**src/rtl/oec_pkg.sv**
```systemverilog
package oec_pkg;
   // pin timing, in ns as printed
   localparam int ProgPulseNs = 100000;
   localparam int AccessNs = 250;
   localparam int GateNs = 120;
   localparam int FloatNs = 70;
   localparam int SetupNs = 2000;
   localparam int HoldNs = 2000;
   localparam int ClkNs = 4;
   // least times round up to whole cycles
   localparam int ProgPulseCyc = (ProgPulseNs + ClkNs - 1) / ClkNs;
   localparam int AccessCyc = (AccessNs + ClkNs - 1) / ClkNs;
   localparam int GateCyc = (GateNs + ClkNs - 1) / ClkNs;
   localparam int FloatCyc = (FloatNs + ClkNs - 1) / ClkNs;
   localparam int SetupCyc = (SetupNs + ClkNs - 1) / ClkNs;
   localparam int HoldCyc = (HoldNs + ClkNs - 1) / ClkNs;
   localparam int MaxPulses = 25;
   localparam int AddrW = 16;
   localparam int DataW = 8;
   localparam int CntW = 20;
   localparam logic [7:0] ErasedByte = 8'hff;
   localparam int IdentifyBit = 9;

   typedef enum logic [2:0] {
      OEC_CMD_READ = 3'h0,
      OEC_CMD_PROGRAM = 3'h1,
      OEC_CMD_IDENT = 3'h2,
      OEC_CMD_INHIBIT = 3'h3
   } oec_cmd_type;

   typedef struct packed {
      oec_cmd_type cmd;
      logic [AddrW-1:0] addr;
      logic [DataW-1:0] data;
   } oec_req_type;

   typedef struct packed {
      logic [DataW-1:0] data;
      logic ok;
      logic parityOk;
      logic [4:0] pulses;
   } oec_rsp_type;

   // pins toward the device; gateHv requests program voltage on the gate pin
   typedef struct packed {
      logic [AddrW-1:0] addrLines;
      logic selectN;
      logic gateN;
      logic gateHv;
      logic supplyHigh;
      logic identHv;
      logic [DataW-1:0] dataOut;
      logic dataOe;
   } oec_pins_type;
endpackage
```
**src/rtl/oec_delay_cnt.sv**
```systemverilog
`timescale 1ns/10ps
module oec_delay_cnt
   import oec_pkg::*;
(
   input wire logic clk,
   input wire logic nrst,
   input wire logic start,
   input wire logic [CntW-1:0] cycles,
   output logic done
);
   logic [CntW-1:0] cnt_q;
   logic busy_q;
   wire logic lastCyc = busy_q && (cnt_q == CntW'(1));

   assign done = lastCyc;

   // counts cycles after start; done pulses on the last one
   always_ff @(posedge clk or negedge nrst) begin
      if (!nrst) begin
         cnt_q <= '0;
         busy_q <= 1'b0;
      end else if (start) begin
         cnt_q <= cycles;
         busy_q <= 1'b1;
      end else if (busy_q) begin
         cnt_q <= cnt_q - CntW'(1);
         busy_q <= !lastCyc;
      end
   end
endmodule // oec_delay_cnt

```
**src/rtl/oec_host_ctrl.sv**
```systemverilog
`timescale 1ns/10ps
// What this block does
// - host drives the whole byte on the eight data lines while programming
// - per byte: address and data stable, then one 100us low select pulse
// - on verify failure pulse again, at most 25 pulses per byte
// - select held high inhibits programming of a ganged part
// - verify drives gate and select low, samples after verify delay
// - identify: high voltage on line 9, other lines low, lsb picks byte
module oec_host_ctrl
   import oec_pkg::*;
(
   input wire logic clk,
   input wire logic nrst,
   input wire logic reqValid,
   input wire oec_pkg::oec_req_type req,
   output logic reqReady,
   output logic rspValid,
   output oec_pkg::oec_rsp_type rsp,
   output oec_pkg::oec_pins_type pins,
   input wire logic [DataW-1:0] dataIn
);
   import oec_pkg::*;

   typedef enum logic [7:0] {
      IDLE = 8'h01,
      SETUP = 8'h02,
      PULSE = 8'h04,
      HOLD = 8'h08,
      SELECT = 8'h10,
      GATE = 8'h20,
      FLOAT = 8'h40,
      DONE = 8'h80
   } oec_state_type;

   oec_state_type state_q;
   oec_req_type cur_q;
   oec_pins_type pins_q;
   oec_rsp_type rsp_q;
   logic rspValid_q;
   logic reqReady_q;
   logic [4:0] pulses_q;
   logic [DataW-1:0] sync1_q;
   logic [DataW-1:0] sync2_q;
   logic start;
   logic [CntW-1:0] cycles;
   logic done;

   // pin data passes two flops before use
   always_ff @(posedge clk or negedge nrst) begin
      if (!nrst) begin
         sync1_q <= '0;
         sync2_q <= '0;
      end else begin
         sync1_q <= dataIn;
         sync2_q <= sync1_q;
      end
   end

   wire logic isProg = (cur_q.cmd == OEC_CMD_PROGRAM) || (cur_q.cmd == OEC_CMD_INHIBIT);
   wire logic isIdent = cur_q.cmd == OEC_CMD_IDENT;
   // verify on the captured byte; the released bus shows junk later
   wire logic match = rsp_q.data == cur_q.data;
   wire logic parityOdd = ^sync2_q;
   wire logic budgetLeft = pulses_q < 5'(MaxPulses);
   // only a real program retries; an inhibited part was never pulsed
   wire logic retry = (cur_q.cmd == OEC_CMD_PROGRAM) && !match && budgetLeft;
   // identify address: lsb kept, all others low
   wire logic [AddrW-1:0] identAddr = {{(AddrW-1){1'b0}}, req.addr[0]};
   wire logic [AddrW-1:0] busAddr = (req.cmd == OEC_CMD_IDENT) ? identAddr : req.addr;
   // gate falls after select held access minus gate delay
   wire logic [CntW-1:0] preGate = CntW'(AccessCyc - GateCyc);
   // wait before sampling, worst of the two paths
   wire logic [CntW-1:0] postGate = CntW'(GateCyc + 2);

   oec_delay_cnt u_delay (
      .clk(clk),
      .nrst(nrst),
      .start(start),
      .cycles(cycles),
      .done(done)
   );

   always_comb begin
      start = 1'b0;
      cycles = '0;
      case (state_q)
         IDLE: begin
            start = reqValid;
            cycles = (req.cmd == OEC_CMD_PROGRAM || req.cmd == OEC_CMD_INHIBIT) ?
               CntW'(SetupCyc) : preGate;
         end
         SETUP: begin
            start = done;
            cycles = CntW'(ProgPulseCyc);
         end
         PULSE: begin
            start = done;
            cycles = CntW'(HoldCyc);
         end
         HOLD: begin
            start = done;
            cycles = preGate;
         end
         SELECT: begin
            start = done;
            cycles = postGate;
         end
         GATE: begin
            start = done;
            cycles = CntW'(FloatCyc);
         end
         FLOAT: begin
            start = done && retry;
            cycles = CntW'(SetupCyc);
         end
         default: begin
            start = 1'b0;
            cycles = '0;
         end
      endcase
   end

   always_ff @(posedge clk or negedge nrst) begin
      if (!nrst) begin
         state_q <= IDLE;
         cur_q <= '0;
         pulses_q <= '0;
         rsp_q <= '0;
         rspValid_q <= 1'b0;
         reqReady_q <= 1'b1;
         // idle in standby, data lines released
         pins_q <= '{addrLines: '0, selectN: 1'b1, gateN: 1'b1, gateHv: 1'b0,
            supplyHigh: 1'b0, identHv: 1'b0, dataOut: ErasedByte, dataOe: 1'b0};
      end else begin
         rspValid_q <= 1'b0;
         case (state_q)
            IDLE: begin
               pulses_q <= '0;
               if (reqValid) begin
                  cur_q <= req;
                  reqReady_q <= 1'b0;
                  pins_q.addrLines <= busAddr;
                  if (req.cmd == OEC_CMD_PROGRAM || req.cmd == OEC_CMD_INHIBIT) begin
                     pins_q.gateHv <= 1'b1;
                     pins_q.supplyHigh <= 1'b1;
                     // whole byte on the data lines
                     pins_q.dataOut <= req.data;
                     pins_q.dataOe <= 1'b1;
                     state_q <= SETUP;
                  end else begin
                     // identify voltage on line 9, other lines low except the lsb
                     if (req.cmd == OEC_CMD_IDENT) begin
                        pins_q.identHv <= 1'b1;
                     end
                     // select falls on the same edge the address is set
                     pins_q.selectN <= 1'b0;
                     state_q <= SELECT;
                  end
               end
            end
            SETUP: begin
               if (done) begin
                  // inhibit keeps select high under program voltage
                  pins_q.selectN <= cur_q.cmd == OEC_CMD_INHIBIT;
                  pulses_q <= pulses_q + 5'(1);
                  state_q <= PULSE;
               end
            end
            PULSE: begin
               if (done) begin
                  pins_q.selectN <= 1'b1;
                  state_q <= HOLD;
               end
            end
            HOLD: begin
               if (done) begin
                  // verify: gate back to low level, data released, select low
                  pins_q.gateHv <= 1'b0;
                  pins_q.dataOe <= 1'b0;
                  pins_q.selectN <= 1'b0;
                  state_q <= SELECT;
               end
            end
            SELECT: begin
               if (done) begin
                  // gate low only while this part is selected
                  pins_q.gateN <= 1'b0;
                  state_q <= GATE;
               end
            end
            GATE: begin
               if (done) begin
                  rsp_q.data <= sync2_q;
                  rsp_q.parityOk <= parityOdd;
                  rsp_q.pulses <= pulses_q;
                  pins_q.gateN <= 1'b1;
                  pins_q.selectN <= 1'b1;
                  state_q <= FLOAT;
               end
            end
            FLOAT: begin
               if (done) begin
                  if (retry) begin
                     // another pulse for a failing byte
                     pins_q.gateHv <= 1'b1;
                     pins_q.dataOut <= cur_q.data;
                     pins_q.dataOe <= 1'b1;
                     state_q <= SETUP;
                  end else begin
                     // result handed back; supply returns to normal
                     rsp_q.ok <= isProg ? match : (isIdent ? rsp_q.parityOk : 1'b1);
                     pins_q.supplyHigh <= 1'b0;
                     pins_q.identHv <= 1'b0;
                     state_q <= DONE;
                  end
               end
            end
            DONE: begin
               rspValid_q <= 1'b1;
               reqReady_q <= 1'b1;
               state_q <= IDLE;
            end
            default: begin
               reqReady_q <= 1'b1;
               state_q <= IDLE;
            end
         endcase
      end
   end

   assign reqReady = reqReady_q;
   assign rspValid = rspValid_q;
   assign rsp = rsp_q;
   assign pins = pins_q;
endmodule // oec_host_ctrl

```
**config.mk**
```make
export PLATFORM = sky130hd
export DESIGN_NAME = oec_host_ctrl
export DESIGN_NICKNAME = d
export VERILOG_FILES = /design/src/rtl/oec_pkg.sv /design/src/rtl/oec_delay_cnt.sv /design/src/rtl/oec_host_ctrl.sv
export SDC_FILE = /design/constraint.sdc
export NUM_CORES = 1
export LEC_CHECK = 0
export ABC_AREA = 1
export BUFFER_PORTS_ARGS = -buffer_cell sky130_fd_sc_hd__clkbuf_2
export CAP_MARGIN = 20
export CORE_MARGIN = 2
export CORE_UTILIZATION = 56
export CTS_CLUSTER_DIAMETER = 100
export DETAILED_ROUTE_END_ITERATION = 6
export GPL_TIMING_DRIVEN = 1
export HOLD_SLACK_MARGIN = 0.08
export PLACE_DENSITY = 0.78
export SLEW_MARGIN = 20
export SYNTH_ARGS = -nofsm -noshare
export SYNTH_HDL_FRONTEND = slang
export SYNTH_SLANG_ARGS = --single-unit
```
**constraint.sdc**
```tcl
create_clock -name clk -period 1.9 [get_ports clk]
set_input_delay 0.475 -clock clk [delete_from_list [all_inputs] [get_ports clk]]
set_output_delay 0.475 -clock clk [all_outputs]
set_load 0.02 [all_outputs]
```
Yosys cells after proc, flatten, opt, wreduce, memory -nomap -nowiden
Cells that the tools add are included.
{ "word_totals": {"latch_bits": 0, "output_inout_bits": 47, "inputBits": 38, "register_bits": 108, "rom_bits": 0, "n_memories": 0, "mem_bits_rw": 0} }
{ "op_classes": {"magnitude_cmp": 1, "mul": 0, "n_shift": 0, "n_eq_ne": 28, "add_sub_neg": 2, "bitwise_logic": 2, "div": 0, "mux": 45, "reduce_logical": 30} }
{ "ops": {"columns": ["op", "n"], "rows": [
  ["15-bit case mux with 6 select lines", 1],
  ["8-bit 2-to-1 mux", 8],
  ["8-bit case mux with 7 select lines", 1],
  ["20-bit 2-to-1 mux", 2],
  ["9-bit 2-to-1 mux", 3],
  ["12-bit 2-to-1 mux", 2],
  ["2-bit != test (second input constant)", 12],
  ["20-bit by 1-bit equality test with 1-bit output (second input constant)", 1],
  ["10-bit case mux with 2 select lines", 1],
  ["20-bit by 1-bit subtractor with 20-bit output (second input constant)", 1],
  ["16-bit 2-to-1 mux", 1],
  ["1-bit 2-to-1 mux", 14],
  ["7-bit AND reduction", 2],
  ["3-bit by 2-bit equality test with 1-bit output (second input constant)", 4],
  ["6-bit AND reduction", 2],
  ["5-bit 2-to-1 mux", 2],
  ["5-bit case mux with 2 select lines", 1],
  ["5-bit AND reduction", 2],
  ["1-bit case mux with 3 select lines", 3],
  ["8-bit by 1-bit equality test with 1-bit output (second input constant)", 1],
  ["8-bit by 2-bit equality test with 1-bit output (second input constant)", 1],
  ["8-bit by 3-bit equality test with 1-bit output (second input constant)", 1],
  ["8-bit by 4-bit equality test with 1-bit output (second input constant)", 1],
  ["8-bit by 5-bit equality test with 1-bit output (second input constant)", 1],
  ["23 further kinds", 40]
]} }

Logic depth before layout (Yosys ltp)
Gate-level depths: netlist (run 1).
{ "logic_depth": {"word_depth": 7, "mapped_depth": 14, "ltp_nobuf": 14} }

Cells and area by module
From an unflattened synthesis (run 1), not the netlist that was laid out.
{ "unflattened": {"cells_unflattened": 626, "hier_area_um2": 5371.4} }
{ "modules_own_cells": {"columns": ["mod", "cells_each", "n_inst", "area_each_um2", "seq_area_each_um2"], "rows": [
  ["oec_host_ctrl", 429, 1, 3942.5, 2167.1],
  ["oec_delay_cnt", 197, 1, 1428.9, 525.5]
]} }

Worst setup path after synthesis (run 1)
Ideal clock, no wire load.
{ "synth_path": {"path_type": "register to register", "start": "register u_delay.cnt_q[1]", "end": "register rsp_q (netlist bit rsp[12])", "setup_ns": 0.126, "required_ns": 1.774, "synth_period_minus_slack_ns": 1.643, "setup_slack_ns": 0.257, "arrival_time_ns": 1.517, "stages_incl_launch_ff": 10, "path_cell_list": "dfrtp_1 > inv_1 > ha_1 > inv_1 > nor3_1 > nand4_4 > nor2_2 > buf_6 > buf_6 > o21ai_0"} }
{ "synth_via": {"elab_chain_len": 3} }
{ "synth_rtl": {"columns": ["element", "line_no", "rtl"], "rows": [
  ["start, declared", "oec_delay_cnt.sv:11", "logic [CntW-1:0] cnt_q;"],
  ["start signal, assigned", "oec_delay_cnt.sv:23", "cnt_q <= cycles;"],
  ["start signal, assigned", "oec_delay_cnt.sv:26", "cnt_q <= cnt_q - CntW'(1);"],
  ["20-bit by 1-bit equality test with 1-bit output", "oec_delay_cnt.sv:13", "wire logic lastCyc = busy_q && (cnt_q == CntW'(1));"],
  ["1-bit logical AND", "oec_delay_cnt.sv:13", null],
  ["2-bit AND reduction (no line)", null, null],
  ["end, declared", "oec_host_ctrl.sv:38", "oec_rsp_type rsp_q;"]
]} }
Every way passes these cells.
A chain may end at the register's enable or synchronous reset.

Worst setup path in the final report (run 1)
{ "layout_path": {"start": "register state_q[6]", "end": "register u_delay.cnt_q[7]"} }
{ "layout_via": {"elab_chain_len": 4, "elab_cells_between_ends": 13} }
{ "layout_rtl": {"columns": ["element", "line_no", "rtl"], "rows": [
  ["start, declared", "oec_host_ctrl.sv:35", "oec_state_type state_q;"],
  ["start signal, assigned", "oec_host_ctrl.sv:125", "state_q <= IDLE;"],
  ["start signal, assigned", "oec_host_ctrl.sv:149", "state_q <= SETUP;"],
  ["start signal, assigned", "oec_host_ctrl.sv:157", "state_q <= SELECT;"],
  ["8-bit by 6-bit equality test with 1-bit output, or another cell as far along", "oec_host_ctrl.sv:86", "case (state_q)"],
  ["5-bit OR reduction (no line) / 2-bit OR reduction (equally long branches)", null, null],
  ["1-bit case mux with 3 select lines / 15-bit case mux with 6 select lines (equally long branches)", "oec_host_ctrl.sv:86", null],
  ["20-bit 2-to-1 mux / 2-bit nonzero test (equally long branches)", null, null]
]} }
Several ways; a longest one is shown, not always the timed one.

==> flow_summary.json, run 1 <==
{
  "status": "complete, no violations",
  "swShare_pct": 42.7,
  "nNetsFinal": 739,
  "grt_max_degree": 44,
  "start_util_pct": 58.2,
  "synthFlopType": "dfrtp_1",
  "holdPathEnd": "sync1_q[6]$_DFF_PN0_",
  "worst_slew_pin_slew_ns": 0.462,
  "yosysWarnings": 0,
  "ant_nets": 0,
  "fp.dieH_um": 99.4,
  "grt_use_total_pct": 23.9,
  "area_delta_synth_final_pct": 20.3,
  "cts_root_buf": "clkbuf_8",
  "grt_pass1_wl_um": 18900,
  "cts_buffers": 9,
  "yosysTopAreaCellShare_pct": 46.6,
  "hold_violations": 0,
  "place_congestion": 0.974,
  "antenna_found_initial": 0,
  "insertion_delay_ns": 0.39,
  "wire_per_inst_um": 14.2,
  "n_antenna_cell": 0,
  "crit_path_max_fanout": 6,
  "pwr-share-comb_pct": 41.4,
  "first_iter_violations": 359,
  "num_rows": 34,
  "synth_seq_cells": 107,
  "dp_slack_ns": 0.0375,
  "fill_cells": 669,
  "rsz0062_at_grt": "true",
  "r2r_end": "u_delay.cnt_q[7]$_DFFE_PN0P_",
  "final_common_cell": "nand2_1",
  "period_needed_ns": 1.82,
  "rrSetupSlack_ns": 0.08,
  "coreArea_um2": 8760,
  "cp_data_arrival_time_ns": 2.12,
  "p_int_mw": 4.81,
  "ys_types": 43,
  "leakage_nw": 3.13,
  "io_buffers": 84,
  "rr_startpoint": "state_q[6]$_DFFE_PN0P_",
  "clk_pin_slew_worst_paths_ns": 0.12,
  "grt_pass1_vias": 3967,
  "critPathCaptureType": "flop",
  "drive_gt1_share_pct": 28.0,
  "async_flop_share_pct": 100,
  "p_seq_share_pct": 40.8,
  "grt_overflow": 0,
  "hold_path.class": "in -> reg",
  "clock_sinks": 107,
  "drv_cap": 0,
  "syn-num-nets": 631,
  "reg2reg_depth": 12,
  "route.vias.total": 4310,
  "ys_seq_area_share_pct": 52.8,
  "final_max_slew_viol_count": 0,
  "clock_skew_ns": 0.0189,
  "worstPathRequired_ns": 2.20,
  "remaining_drc_errors": 0,
  "fin_crit_sh_pct": 95.9,
  "p_clk_share_pct": 17.8,
  "p_sw_mw": 3.58,
  "avgViaCountPerCell": 5.31,
  "yosysTopAreaCell": "dfrtp_1",
  "synth_edf_count": 0,
  "critPathKind": "reg -> reg",
  "power_density_nw_per_um2": 1370,
  "die-area_um2": 9880,
  "final_cell_mix": "188 x nand2_1, 95 x dfrtp_1, 83 x clkbuf_2, 52 x o21ai_0, 46 x inv_1",
  "wl_um": 11500,
  "hold_start": "dataIn[6]",
  "hold_depth": 1,
  "syn_area_um2": 5100,
  "fmax_mhz": 549,
  "die_x_um": 99.4,
  "cts_tree": "done",
  "h-tree-depth": 3,
  "synth_cells": 590,
  "io_pins": 85,
  "yosys-top-cells-area": "dfrtp_1 47%, nand2_1 14%, dfstp_2 6.2%, o21ai_0 5.1%, inv_1 3.6%",
  "clockBufferDepth": 2,
  "crit_path_start_kind": "flop",
  "slew_headroom_pct": 68.9,
  "worst_slack_ns": 0.0774,
  "finalSetupViolCount": 0,
  "synth.avg_cell_area_um2": 8.64,
  "hpwl_um": 8340,
  "first_pass_iters": 6,
  "ir_drop_uv": 819,
  "fin_tns_setup_ns": 0
}
[cell families (layout without fill, tap and decap cells)]
group,after synthesis,count (layout),synth area share (%)
adder cells (fa/ha/maj),3,3,0.736
AND/OR/NAND/NOR,310,311,28.1
AO/OA/AOI/OAI,69,69,7.14
flip-flops,107,107,52.8
XOR/XNOR,30,30,5.15
buffers and inverters,71,183,6.04
[worst max path at each step]
| stage | cells after the start | slack, ns | endpoint | from |
|---|---|---|---|---|
| floorplan | 9 | 0.26 | rsp[12]$_DFFE_PN0P_ | u_delay.cnt_q[1]$_DFFE_PN0P_ |
| global placement | 9 | 0.08 | u_delay.cnt_q[13]$_DFFE_PN0P_ | u_delay.cnt_q[0]$_DFFE_PN0P_ |
| detailed placement | 9 | 0.04 | rsp[5]$_DFFE_PN0P_ | u_delay.cnt_q[1]$_DFFE_PN0P_ |
| CTS | 9 | 0.01 | u_delay.cnt_q[13]$_DFFE_PN0P_ | u_delay.cnt_q[2]$_DFFE_PN0P_ |
| global route | 10 | -0.03 | u_delay.cnt_q[0]$_DFFE_PN0P_ | state_q[3]$_DFFE_PN0P_ |
| finish | 12 | 0.08 | u_delay.cnt_q[7]$_DFFE_PN0P_ | state_q[6]$_DFFE_PN0P_ |
[critical path, cell delays in order, from the launching register on]
cell	delay (ns)
dfrtp_1	0.40
nor2_2	0.06
nand2_2	0.14
inv_2	0.06
nand4_2	0.08
inv_2	0.09
nand2_2	0.13
inv_2	0.12
nor2_4	0.17
clkinv_1	0.16
or2_1	0.23
nand2_1	0.06
nor2_1	0.04
[power groups by stage]
stage / registers (mW) / clock network (mW) / logic (mW)
finish: 3.42 / 1.50 / 3.47
global route: 3.49 / 1.64 / 3.85
CTS: 3.38 / 1.54 / 3.27
detailed placement: 3.40 / 0 / 3.25
global placement: 3.38 / 0 / 3.16
floorplan: 3.61 / 0 / 2.04
[layout make-up]
cell class,instances,area [um2],share of cell area (%)
Tap cell,108,135,2.20
Clock buffer,9,124,2.02
Inverter,57,221,3.61
Clock inverter,7,96.3,1.57
Timing Repair Buffer,110,653,10.6
Multi-Input combinational cell,413,2210,36.1
Sequential cell,107,2690,43.9
[flip-flops by register name (all words and copies together), names as in the netlist]
| register | count |
|---|---|
| u_delay.busy_q | 1 |
| sync1_q | 8 |
| u_delay.cnt_q | 20 |
| rspValid | 1 |
| rsp | 15 |
| sync2_q | 8 |
| state_q | 8 |
| pulses_q | 5 |
| reqReady | 1 |
| pins | 29 |
| cur_q | 11 |
[layer usage]
metal / global-route usage [%] / share of wire, % / vias up
met3: 5.83 / 6.7 / 28
met2: 37.1 / 47 / 163
met5: 0 / 0 / -
met4: 7.38 / 2.3 / 0
li1: - / - / 2079
met1: 33.7 / 44 / 2040
[timing repair]
action                                 4_1_cts  5_1_grt
gates cloned                                 0        1
setup endpoints to repair                    1       38
hold buffers                                 1        0
endpoints found under the hold margin       22        0
pin swaps                                    0        6
resized for setup                            1       29
buffers inserted                             0        5
[synth_stat cells, types with 3 or more instances]
| cell | instances |
|---|---|
| nand4_1 | 4 |
| ha_1 | 3 |
| nor3_1 | 9 |
| nand2_2 | 7 |
| o21ai_1 | 5 |
| buf_6 | 3 |
| buf_2 | 5 |
| or2_1 | 3 |
| a21oi_1 | 5 |
| dfstp_2 | 12 |
| nor4_1 | 3 |
| dfrtp_1 | 95 |
| clkbuf_1 | 4 |
| nand2_1 | 191 |
| o31ai_1 | 3 |
| nand3_1 | 20 |
| xor2_1 | 12 |
| xnor2_1 | 18 |
| nor2_2 | 10 |
| o21ai_0 | 52 |
| inv_1 | 49 |
| nor2_1 | 45 |
| inv_2 | 5 |
[metrics by stage]
step	hold slack [ns]	power [mW]	utilization [%]	instances	area, um2
after floorplan	0.179	5.65	-	590	5100
after global placement	0.332	6.55	65.5	788	5740
after detailed placement	0.336	6.65	65.5	788	5740
after CTS	0.171	8.19	68.2	805	5980
after global routing	0.156	8.98	70.0	811	6130
final	0.183	8.39	70.0	811	6130
Note: power is estimated with default switching activity, not from simulation.
==> run 2, diff against run 1 <==
--- a/config.mk
+++ b/config.mk
@@ -9,12 +9,12 @@
 export BUFFER_PORTS_ARGS = -buffer_cell sky130_fd_sc_hd__clkbuf_2
 export CAP_MARGIN = 20
 export CORE_MARGIN = 2
-export CORE_UTILIZATION = 56
+export CORE_UTILIZATION = 61
 export CTS_CLUSTER_DIAMETER = 100
 export DETAILED_ROUTE_END_ITERATION = 6
 export GPL_TIMING_DRIVEN = 1
 export HOLD_SLACK_MARGIN = 0.08
-export PLACE_DENSITY = 0.78
+export PLACE_DENSITY = 0.84
 export SLEW_MARGIN = 20
 export SYNTH_ARGS = -nofsm -noshare
 export SYNTH_HDL_FRONTEND = slang
==> constraint.sdc (replaced) <==
create_clock -name clk -period 2.1 [get_ports clk]
set_input_delay 0.525 -clock clk [delete_from_list [all_inputs] [get_ports clk]]
set_output_delay 0.525 -clock clk [all_outputs]
set_load 0.02 [all_outputs]
==> run 2 against run 1 <==
Compared with the run above:
- critical path depth is 1 lower
- register-to-register slack gained 0.09 ns
- first-iteration DRC count shrank 11%
- utilization up 2.0 points
- global-route usage grew 2.9 points
- sequential cell count unchanged
- non-clock buffer count shrank 14
- sequential power down 9.9%
- sequential share of layout area increased by 1.8 points
- worst hold slack better by 0.024 ns
- final cell count fell by 2.2%
- via count down 2.7%
- critical path type unchanged
==> flow_summary.json, run 2 (synthesis results as in run 1) <==
{
  "status": "complete, no violations",
  "cp_cell_sequence": "nor2_2 > nand2_2 > inv_2 > nand4_2 > inv_2 > o21ai_1 > o21ai_0 > nand3_1 > nand2_1 > nand2_1 > nand2_1",
  "critPathCaptureType": "flop",
  "fill_cells": 627,
  "clockBufferDepth": 2,
  "cpMostUsedCell": "nand2_1",
  "hpwl_um": 8380,
  "cts_tree": "done",
  "num_rows": 33,
  "holdBufCountCts": 0,
  "cp_num_buf_inv": 2,
  "leakage_nw": 3.05,
  "slowest_delay_ns": 0.42,
  "rsz0062_at_grt": "false",
  "place_congestion": 0.938,
  "grt_use_total_pct": 26.9,
  "clk_pin_slew_worst_paths_ns": 0.11,
  "power_density_nw_per_um2": 1240,
  "io_buffers": 84,
  "clock_skew_ns": 0.0121,
  "n_antenna_cell": 0,
  "drv_cap": 0,
  "crit_family": "simple AND/OR/NAND/NOR gates",
  "insertion_delay_ns": 0.37,
  "route.vias.total": 4192,
  "cp_data_arrival_time_ns": 2.24,
  "worstPathRequired_ns": 2.41,
  "antenna_found_initial": 0,
  "h-tree-depth": 3,
  "final_common_cell": "nand2_1",
  "hold_path.class": "in -> async",
  "first_pass_iters": 5,
  "avgViaCountPerCell": 5.29,
  "hold_violations": 0,
  "placedCellCount": 777,
  "cts_root_buf": "clkbuf_8",
  "remaining_drc_errors": 0,
  "drive_gt1_share_pct": 24.3,
  "fp.dieH_um": 95.4,
  "crit_path_start_kind": "flop",
  "die_x_um": 95.4,
  "ir_drop_uv": 739,
  "largest_reg_flops": 29,
  "area_delta_synth_final_pct": 15.5,
  "grt_overflow": 0,
  "crit_path_max_fanout": 8,
  "fmax_mhz": 518,
  "nNetsFinal": 724,
  "final_max_slew_viol_count": 0,
  "final_cell_mix": "191 x nand2_1, 95 x dfrtp_1, 83 x clkbuf_2, 52 x o21ai_0, 49 x inv_1",
  "period_needed_ns": 1.93,
  "fin_cells": 793,
  "first_iter_violations": 319,
  "clock_sinks": 107,
  "fin_tns_setup_ns": 0,
  "cpMaxStageDelayCell": "dfrtp_1",
  "fin_crit_sh_pct": 92.0,
  "finalSetupViolCount": 0,
  "wl_um": 11200,
  "grt_pass1_vias": 4137,
  "cts_buffers": 9,
  "io_pins": 85,
  "final_cell_area_um2": 5890,
  "critPathKind": "reg -> reg",
  "placed_area_um2": 5670,
  "grt_max_degree": 108,
  "grt_pass1_wl_um": 18900,
  "wire_per_inst_um": 14.1,
  "worst_slew_pin_slew_ns": 0.545,
  "die-area_um2": 9110,
  "slew_headroom_pct": 63.7,
  "ant_nets": 0,
  "coreArea_um2": 8180,
  "start_util_pct": 62.4,
  "rrSetupSlack_ns": 0.17
}
==> run 2: cell count changes in the layout (fill, tap and decap cells not counted), sizes merged <==
| cell | change |
|---|---|
| buf | -13 |
| dlygate4sd3 | -1 |
| nor2 | -1 |
==> run 2: cell type report <==
type                    instances  area [um2]  share of cell area, %
flip-flops and latches        107        2690                   45.7
multi-input cells             412        2110                   35.8
repair buffers                 96         526                   8.93
inverters                      57         219                   3.72
well taps                     105         131                   2.23
clock buffers                   9         124                   2.10
clock inverters                 7        86.3                   1.47
==> run 2: through the flow <==
step	worst slack (ns)	hold WS, ns	power, mW	util, %
floorplan	0.457	0.229	5.11	-
global placement	0.255	0.332	5.84	69.3
detailed placement	0.148	0.335	5.98	69.3
CTS	0.118	0.224	7.30	71.9
global route	0.0176	0.227	7.80	72.0
finish	0.168	0.207	7.30	72.0
==> run 2: path summary, 6_finish.rpt <==
kind	endpoint	from	cells after the start
min in group clk	sync1_q[1]$_DFF_PN0_	dataIn[1]	1
worst min-delay path	rsp[2]$_DFFE_PN0P_	nrst	2
worst min register to register	sync2_q[1]$_DFF_PN0_	sync1_q[1]$_DFF_PN0_	0
worst max register to register	u_delay.cnt_q[0]$_DFFE_PN0P_	state_q[5]$_DFFE_PN0P_	11
worst max-delay path	u_delay.cnt_q[0]$_DFFE_PN0P_	state_q[5]$_DFFE_PN0P_	11
max in group asynchronous	cur_q[25]$_DFFE_PN0P_	nrst	2
==> run 2: worst reg2reg max path: cells and delay by family (launching register included) <==
| kind | cells | cell delay [ns] |
|---|---|---|
| simple gates | 7 | 0.83 |
| flops | 1 | 0.42 |
| compound gates | 2 | 0.35 |
| buf+inv | 2 | 0.28 |
==> run 2: report_power, final <==
part           switching (mW)  total [mW]  internal (mW)
clock                   0.724        1.30          0.574
sequential              0.446        3.08           2.64
combinational            1.92        2.92          0.998
==> run 2: what timing repair did <==
item	CTS	global route
setup buffers	0	0
endpoints found under the setup margin	0	3
resized for setup	0	2
==> run 2: layer usage <==
metal / routed length, um / share of wire [%] / global-route usage, %
met5: 0 / 0 / 0
met4: 219 / 2.0 / 11.0
met3: 669 / 6.0 / 4.58
met2: 5380 / 48 / 42.8
met1: 4900 / 44 / 36.9
